===== src/logic/src_pkg.sv =====
package src_pkg;
    // reset delay: 250 us at 250 MHz
    localparam int SRC_CLK_MHZ = 250;
    localparam int SRC_RST_DLY_US = 250;
    localparam int SRC_RST_DLY_CYC = SRC_RST_DLY_US * SRC_CLK_MHZ;
    localparam int SRC_CNT_W = 18;
    localparam int SRC_PIN_LOW_CYC = 16;

    // device register map (7-bit addresses)
    localparam logic [6:0] SRC_DAC0_ADDR = 7'h30;
    localparam logic [6:0] SRC_DAC_LAST_ADDR = 7'h3B;
    localparam logic [6:0] SRC_LATCH_ADDR = 7'h50;
    localparam logic [6:0] SRC_CLEAR_ADDR = 7'h51;
    localparam logic [6:0] SRC_PWR_ADDR = 7'h6B;
    localparam logic [6:0] SRC_SRST_ADDR = 7'h7C;
    localparam logic [15:0] SRC_SRST_KEY = 16'h6600;
    localparam logic [15:0] SRC_PWR_RST = 16'h0000;
    localparam logic [15:0] SRC_PWR_MASK = 16'h7FFE;
    localparam logic [15:0] SRC_PWR_DAC_MASK = 16'h1FFE;
    localparam logic [15:0] SRC_I2C_UNDEF = 16'h0000;
    localparam int SRC_PADC_BIT = 14;
    localparam int SRC_PREF_BIT = 13;
    localparam int SRC_PDAC0_BIT = 12;

    // host apb map
    localparam logic [7:0] SRC_CMD_OFS = 8'h00;
    localparam logic [7:0] SRC_STAT_OFS = 8'h04;
    localparam int SRC_CMD_WE_BIT = 24;
    localparam int SRC_CMD_I2C_BIT = 25;
    localparam int SRC_CMD_HWR_BIT = 26;
    localparam int SRC_ST_BUSY_BIT = 16;
    localparam int SRC_ST_RDY_BIT = 17;
    localparam int SRC_ST_REF_BIT = 18;
    localparam int SRC_ST_HWD_BIT = 19;
    localparam int SRC_ST_RES_BIT = 20;

    typedef enum logic [1:0] {SRC_HOLD, SRC_WAIT, SRC_READY} src_dst_t;

    typedef struct packed {
        src_dst_t st;
        logic [SRC_CNT_W-1:0] cnt;
        logic ack;
        logic [15:0] rdata;
        logic [15:0] pwr;
        logic [15:0] srst;
        logic [11:0][11:0] data;
        logic [11:0] latch;
        logic [11:0] clr;
        logic [11:0][11:0] code;
    } src_dev_t;

    localparam src_dev_t SRC_DEV_RST = '{st: SRC_WAIT, cnt: '0, ack: 1'b0,
        rdata: 16'h0000, pwr: SRC_PWR_RST, srst: 16'h0000, data: '0,
        latch: 12'h000, clr: 12'h000, code: '0};

    typedef enum logic [1:0] {SRCH_WAIT, SRCH_IDLE, SRCH_REQ, SRCH_PIN} src_hst_t;

    typedef struct packed {
        src_hst_t st;
        logic [SRC_CNT_W-1:0] cnt;
        logic pin_n;
        logic req;
        logic we;
        logic i2c;
        logic [6:0] addr;
        logic [15:0] wdata;
        logic [15:0] rdata;
        logic refused;
        logic hw_done;
        logic [2:0] restore;
        logic [31:0] prdata;
    } src_host_t;

    localparam src_host_t SRC_HOST_RST = '{st: SRCH_WAIT, cnt: '0,
        pin_n: 1'b1, req: 1'b0, we: 1'b0, i2c: 1'b0, addr: 7'h00,
        wdata: 16'h0000, rdata: 16'h0000, refused: 1'b0, hw_done: 1'b0,
        restore: 3'b111, prdata: 32'h0000_0000};
endpackage


===== src/logic/src_link_if.sv =====
`timescale 1ns/1ps
interface src_link_if;
    logic req;
    logic we;
    logic i2c;
    logic [6:0] addr;
    logic [15:0] wdata;
    logic ack;
    logic [15:0] rdata;
    logic rst_pin_n;

    modport dev (
        input req,
        input we,
        input i2c,
        input addr,
        input wdata,
        input rst_pin_n,
        output ack,
        output rdata
    );

    modport host (
        output req,
        output we,
        output i2c,
        output addr,
        output wdata,
        output rst_pin_n,
        input ack,
        input rdata
    );
endinterface


===== src/logic/src_host.sv =====
`timescale 1ns/1ps
module src_host #(
    parameter int RST_DLY_CYC = src_pkg::SRC_RST_DLY_CYC
) (
    // clock and reset
    input wire logic clk_in,
    input wire logic rst_in,
    // apb slave
    input wire logic psel_in,
    input wire logic penable_in,
    input wire logic pwrite_in,
    input wire logic [7:0] paddr_in,
    input wire logic [31:0] pwdata_in,
    output logic [31:0] prdata_out,
    output logic pready_out,
    output logic pslverr_out,
    // link to device
    src_link_if.host link
);
    import src_pkg::*;

    src_host_t q;
    src_host_t d;
    logic wr_cmd;
    logic wr_stat;
    logic pwr_bad;

    ////////////////////////////////////////////////////////////////////////

    assign wr_cmd = psel_in && penable_in && pwrite_in &&
                    paddr_in == SRC_CMD_OFS;
    assign wr_stat = psel_in && penable_in && pwrite_in &&
                     paddr_in == SRC_STAT_OFS;
    // power-down write refused before a pin reset, or turning a DAC on with DACs not restored
    assign pwr_bad = pwdata_in[SRC_CMD_WE_BIT] &&
        pwdata_in[22:16] == SRC_PWR_ADDR &&
        (!q.hw_done || // RQ12
         (q.restore != 3'b111 &&
          (pwdata_in[15:0] & SRC_PWR_DAC_MASK) != 16'h0000)); // RQ8

    always_comb
    begin
        d = q;
        if (wr_stat && pwdata_in[SRC_ST_REF_BIT])
        begin
            d.refused = 1'b0;
        end
        unique case (q.st)
            SRCH_WAIT:
            begin
                if (q.cnt == SRC_CNT_W'(RST_DLY_CYC - 1)) // RQ9 RQ10
                begin
                    d.st = SRCH_IDLE;
                end
                else
                begin
                    d.cnt = q.cnt + SRC_CNT_W'(1);
                end
            end
            SRCH_IDLE:
            begin
                if (wr_cmd && pwdata_in[SRC_CMD_HWR_BIT])
                begin
                    d.st = SRCH_PIN; // RQ12
                    d.cnt = '0;
                    d.pin_n = 1'b0;
                end
                else if (wr_cmd && pwr_bad)
                begin
                    d.refused = 1'b1;
                end
                else if (wr_cmd)
                begin
                    d.st = SRCH_REQ;
                    d.req = 1'b1;
                    d.we = pwdata_in[SRC_CMD_WE_BIT];
                    d.i2c = pwdata_in[SRC_CMD_I2C_BIT];
                    d.addr = pwdata_in[22:16];
                    // i2c carries one byte to the soft reset register
                    d.wdata = (pwdata_in[SRC_CMD_I2C_BIT] &&
                        pwdata_in[22:16] == SRC_SRST_ADDR) ?
                        {8'h00, pwdata_in[7:0]} : pwdata_in[15:0]; // RQ6
                end
            end
            SRCH_REQ:
            begin
                if (link.ack)
                begin
                    d.req = 1'b0;
                    d.st = SRCH_IDLE;
                    if (!q.we)
                    begin
                        d.rdata = (q.i2c && q.addr == SRC_SRST_ADDR) ?
                            SRC_I2C_UNDEF : link.rdata; // RQ5
                    end
                    else if (q.addr == SRC_SRST_ADDR &&
                             (q.i2c || q.wdata == SRC_SRST_KEY)) // RQ3 RQ4
                    begin
                        d.st = SRCH_WAIT; // RQ7
                        d.cnt = '0;
                        d.restore = 3'b000; // RQ8
                    end
                    else if (q.addr >= SRC_DAC0_ADDR &&
                             q.addr <= SRC_DAC_LAST_ADDR)
                    begin
                        d.restore[0] = 1'b1; // RQ8
                    end
                    else if (q.addr == SRC_LATCH_ADDR)
                    begin
                        d.restore[1] = 1'b1; // RQ8
                    end
                    else if (q.addr == SRC_CLEAR_ADDR)
                    begin
                        d.restore[2] = 1'b1; // RQ8
                    end
                end
            end
            SRCH_PIN:
            begin
                if (q.cnt == SRC_CNT_W'(SRC_PIN_LOW_CYC - 1))
                begin
                    d.pin_n = 1'b1;
                    d.st = SRCH_WAIT; // RQ10
                    d.cnt = '0;
                    d.hw_done = 1'b1;
                    d.restore = 3'b111;
                end
                else
                begin
                    d.cnt = q.cnt + SRC_CNT_W'(1);
                end
            end
        endcase
        // a command while busy is not lost silently; set wins over clear
        if (wr_cmd && q.st != SRCH_IDLE)
        begin
            d.refused = 1'b1;
        end
        if (psel_in && !penable_in)
        begin
            d.prdata = 32'h0000_0000;
            if (paddr_in == SRC_STAT_OFS)
            begin
                d.prdata[15:0] = q.rdata;
                d.prdata[SRC_ST_BUSY_BIT] = (q.st != SRCH_IDLE);
                d.prdata[SRC_ST_RDY_BIT] = (q.st == SRCH_IDLE);
                d.prdata[SRC_ST_REF_BIT] = q.refused;
                d.prdata[SRC_ST_HWD_BIT] = q.hw_done;
                d.prdata[SRC_ST_RES_BIT] = (q.restore != 3'b111);
            end
        end
    end

    always_ff @(posedge clk_in or posedge rst_in)
    begin
        if (rst_in)
        begin
            q <= SRC_HOST_RST;
        end
        else
        begin
            q <= d;
        end
    end

    ////////////////////////////////////////////////////////////////////////

    assign prdata_out = q.prdata;
    assign pready_out = 1'b1;
    assign pslverr_out = 1'b0;
    assign link.req = q.req;
    assign link.we = q.we;
    assign link.i2c = q.i2c;
    assign link.addr = q.addr;
    assign link.wdata = q.wdata;
    assign link.rst_pin_n = q.pin_n;
endmodule


===== src/flat_wrapper.sv =====
// flat-port wrapper written by rule: the top's interface ports become plain ports
module src_host_flat import src_pkg::*;
#(
    parameter int RST_DLY_CYC = src_pkg::SRC_RST_DLY_CYC
)
  (clk_in, rst_in, psel_in, penable_in, pwrite_in, paddr_in, pwdata_in, prdata_out, pready_out, pslverr_out, link_req, link_we, link_i2c, link_addr, link_wdata, link_rst_pin_n, link_ack, link_rdata);
  src_link_if link_i ();
  input wire logic clk_in;
  input wire logic rst_in;
  input wire logic psel_in;
  input wire logic penable_in;
  input wire logic pwrite_in;
  input wire logic [7:0] paddr_in;
  input wire logic [31:0] pwdata_in;
  output logic [31:0] prdata_out;
  output logic pready_out;
  output logic pslverr_out;
  output wire logic [$bits(link_i.req)-1:0] link_req;
  output wire logic [$bits(link_i.we)-1:0] link_we;
  output wire logic [$bits(link_i.i2c)-1:0] link_i2c;
  output wire logic [$bits(link_i.addr)-1:0] link_addr;
  output wire logic [$bits(link_i.wdata)-1:0] link_wdata;
  output wire logic [$bits(link_i.rst_pin_n)-1:0] link_rst_pin_n;
  input wire logic [$bits(link_i.ack)-1:0] link_ack;
  input wire logic [$bits(link_i.rdata)-1:0] link_rdata;
  assign link_req = link_i.req;
  assign link_we = link_i.we;
  assign link_i2c = link_i.i2c;
  assign link_addr = link_i.addr;
  assign link_wdata = link_i.wdata;
  assign link_rst_pin_n = link_i.rst_pin_n;
  assign link_i.ack = link_ack;
  assign link_i.rdata = link_rdata;
  src_host #(.RST_DLY_CYC(RST_DLY_CYC)) u_core (.clk_in(clk_in), .rst_in(rst_in), .psel_in(psel_in), .penable_in(penable_in), .pwrite_in(pwrite_in), .paddr_in(paddr_in), .pwdata_in(pwdata_in), .prdata_out(prdata_out), .pready_out(pready_out), .pslverr_out(pslverr_out), .link(link_i));
endmodule

===== config.mk =====
export PLATFORM = sky130hd
export DESIGN_NAME = src_host_flat
export DESIGN_NICKNAME = d
export VERILOG_FILES = /design/src/logic/src_pkg.sv /design/src/logic/src_link_if.sv /design/src/logic/src_host.sv /design/src/flat_wrapper.sv
export SDC_FILE = /design/constraint.sdc
export NUM_CORES = 1
export LEC_CHECK = 0
export ABC_AREA = 1
export BUFFER_PORTS_ARGS = -buffer_cell sky130_fd_sc_hd__buf_2
export CAP_MARGIN = 20
export CORE_ASPECT_RATIO = 2
export CORE_MARGIN = 2
export CORE_UTILIZATION = 58
export DETAILED_ROUTE_END_ITERATION = 16
export PLACE_DENSITY = 0.89
export SYNTH_ARGS = -nofsm -noshare
export SYNTH_HDL_FRONTEND = slang
export SYNTH_SLANG_ARGS = --single-unit

===== constraint.sdc =====
create_clock -name clk_in -period 6.5 [get_ports clk_in]
set_input_delay 0.325 -clock clk_in [delete_from_list [all_inputs] [get_ports clk_in]]
set_output_delay 0.325 -clock clk_in [all_outputs]
set_load 0.03 [all_outputs]

==> results.cfg <==
[run_status]
status = complete, no violations

[cells_and_area]
nets = 767
ff_latch_area_mm2 = 0.00223
drive_gt1_share_pct = 22.1
multi_input_comb_area_mm2 = 0.00205
fill_cells = 684
post-route-cell-area_mm2 = 0.00556
final_cell_mix = 164 x nand2_1, 103 x buf_2, 85 x dfrtp_1, 72 x inv_1, 51 x nor2_1
layout_commonest_cell = nand2_1
area_growth_pct = 9.98

[global_routing]
antenna_found_initial = 0
track_usage_pct = 26.2
grt_max_degree = 76
grt_overflow = 0
grt_first_pass_wirelength_mm = 19.7
grt_pass1_vias = 4441

[detailed_routing]
firstDrtPassIters = 5
routedWlPerCell_um = 15.0
vias_per_cell = 5.45
drt_iter0_drc = 380
totalWireLength_mm = 12.1
vias = 4417
drc_errors = 0
antenna_left = 0

[power_and_ir_drop]
clkPwrFrac_pct = 27.9
p_leak_nw = 2.89
internal-power_mw = 1.10
switching_share_pct = 37.9
ir_drop_uv = 157
power_mw = 1.77
power_frac_comb_pct = 30.0
p_switching_mw = 0.672
power.density_mw_per_mm2 = 319
p_seq_share_pct = 42.1

[die]
die_w_um = 70.0
core_area_mm2 = 0.00853
fp.dieH_um = 136
start_util_pct = 59.3
die_area_mm2 = 0.00952
rows = 48
ioPinCount = 123

[clocking]
cts_tree = yes
cts_max_level = 3
cts.sinks = 89
cts_root_buf = clkbuf_16
cts_buffer_depth = 2
insertion_delay_ps = 340
post_cts_buffers = 0
cts-buffers-inserted = 9
cts.clk_slew.worst_paths_ps = 60

[logic_synthesis]
ys.warnings.count = 0
synth_seq_cells = 89
postSynthAreaPerCell_um2 = 7.77
syn-cell-area_mm2 = 0.00505
ys_seq_area_share_pct = 44.2
yosysUniqueCellTypes = 38
netlist_instances = 650

[setup_path]
worst_setup_path_start_kind = flop
cp_slowest_cell = clkinv_1
slowest_delay_ps = 500
worstPathMaxFanout = 17
crit_top_cell = nand2_1
reg2reg_depth = 8
rr_endpoint = u_core.q[98]$_DFFE_PP0P_
crit_arrival_ps = 2250
rr_startpoint = u_core.q[99]$_DFFE_PP0P_
path_class = flop to flop
path_cells = nand2_1 -> clkinv_1 -> nand2_2 -> nand2_1 -> nor2_2 -> nand2_1 -> nand2_1 -> nand2_1
end_kind = flop
r2r_slack_ps = 4480
critPathBufInv = 1
crit_required_ps = 6730
crit_family = simple AND/OR/NAND/NOR gates

[timing]
tightest_slew_ps = 924
rsz0062_at_grt = no
fmax_ghz = 0.496
setup_viol = 0
hold_violations = 0
fin_crit_ps = 2020
fin_tns_setup_ps = 0
slew_viol_final = 0
period_share_pct = 31.0
maxSlewHeadroom_pct = 38.2
hold_slack_ps = 222
worst_clock_skew_ps = 9.96

[placed_design]
place_hpwl_mm = 8.92
port_buffers = 103
place_area_mm2 = 0.00524
gp_congestion = 0.956

[worst_hold_path]
min_path_cells = 3
holdCritStartpoint = pwdata_in[4]
min_to = u_core.link.wdata[4]$_DFFE_PP0P_
hp-class = input port to flop

[run]
cap_viol_max_count = 0
## state kept, by name, indices dropped and copies added, names as in the netlist
register	cells
u_core.link.rst_pin_n	1
u_core.link.addr	7
u_core.link.wdata	16
u_core.link.req	1
u_core.prdata_out	21
u_core.link.i2c	1
u_core.q	41
u_core.link.we	1
## Yosys cell counts
cell type	n	area (µm²)
nor3_4	1	16.3
inv_1	73	274
a21oi_1	4	20.0
o21ai_2	6	52.6
o21bai_1	2	15.0
buf_4	57	428
o21ai_1	14	70.1
nor3_1	6	30.0
buf_6	2	22.5
o31ai_1	20	150
dfrtp_1	85	2130
nand2_1	164	616
nand3_1	48	240
clkbuf_2	2	10.0
nor2_4	2	22.5
ha_1	1	12.5
o211ai_1	10	75.1
nor3_2	4	40.0
o22ai_1	1	6.26
inv_2	3	11.3
clkbuf_1	10	37.5
xnor2_1	2	17.5
nand4_1	13	81.3
nand3_2	2	20.0
xor2_1	5	43.8
clkinv_1	1	3.75
conb_1	2	7.51
buf_2	5	25.0
nor2_2	4	25.0
o21ai_0	35	175
nand3b_1	1	7.51
a21boi_0	1	7.51
a21oi_2	2	17.5
dfstp_2	4	105
nor2_1	51	191
and2_1	1	6.26
nand2_4	1	11.3
nand2_2	5	31.3
## cells by family after synthesis
family | synth area share, %
simple gates | 26.5
flops | 44.2
compound gates | 11.7
other cells | 0.149
fa+ha+maj | 0.248
xor+xnor | 1.21
buf+inv | 16.1
## metrics by stage
stage                     setup slack, ps  instances  util [%]
final                                4480        810      65.2
after global routing                 4330        809      65.1
after CTS                            4510        808      64.8
after detailed placement             4490        791      61.4
after global placement               4520        791      61.4
after floorplan                      3870        661         -
## routing by layer
metal	vias up	share of wire, %	track usage (%)
li1	2131	-	-
met1	2074	35	27.2
met2	157	55	47.6
met3	55	4.8	4.82
met4	0	5.2	16.8
met5	-	0	0
## how the worst max path moves through the flow
stage	endpoint	cells after the start	slack (ps)	start
global placement	u_core.q[36]$_DFF_PP0_	6	4520	paddr_in[1]
finish	u_core.q[98]$_DFFE_PP0P_	8	4480	u_core.q[99]$_DFFE_PP0P_
detailed placement	u_core.q[36]$_DFF_PP0_	6	4490	paddr_in[1]
global route	u_core.q[82]$_DFFE_PP0P_	8	4330	u_core.q[99]$_DFFE_PP0P_
CTS	u_core.q[98]$_DFFE_PP0P_	8	4510	u_core.q[99]$_DFFE_PP0P_
floorplan	u_core.link.addr[0]$_DFFE_PP0P_	1	3870	rst_in
## what timing repair did
| action | 4_1_cts | 5_1_grt |
|---|---|---|
| resized for setup | 0 | 0 |
| hold buffers | 1 | 0 |
| endpoints found under the hold margin | 14 | 0 |
## worst register-to-register path, cell delays in order, from the launching register on
cell	delay, ps
dfrtp_1	460
nand2_1	220
clkinv_1	510
nand2_2	320
nand2_1	90
nor2_2	130
nand2_1	70
nand2_1	70
nand2_1	50
## area by class of cell
type / count / share of cell area (%)
Antenna cell: 1 / 0.0450
Clock buffer: 11 / 4.37
Clock inverter: 5 / 0.698
Inverter: 77 / 5.22
Multi-Input combinational cell: 419 / 36.9
Sequential cell: 89 / 40.2
Tap cell: 100 / 2.25
Timing Repair Buffer: 108 / 10.4
## power by group through the flow
| stage | Sequential [mW] | Combinational, mW | Clock, mW |
|---|---|---|---|
| 5_1_grt | 0.756 | 0.601 | 0.526 |
| 3_3_place_gp | 0.746 | 0.487 | 0 |
| 3_5_place_dp | 0.751 | 0.521 | 0 |
| 6_report | 0.745 | 0.532 | 0.494 |
| 2_1_floorplan | 0.730 | 0.429 | 0 |
| 4_1_cts | 0.742 | 0.530 | 0.497 |
Note: power is estimated with default switching activity, not from simulation.
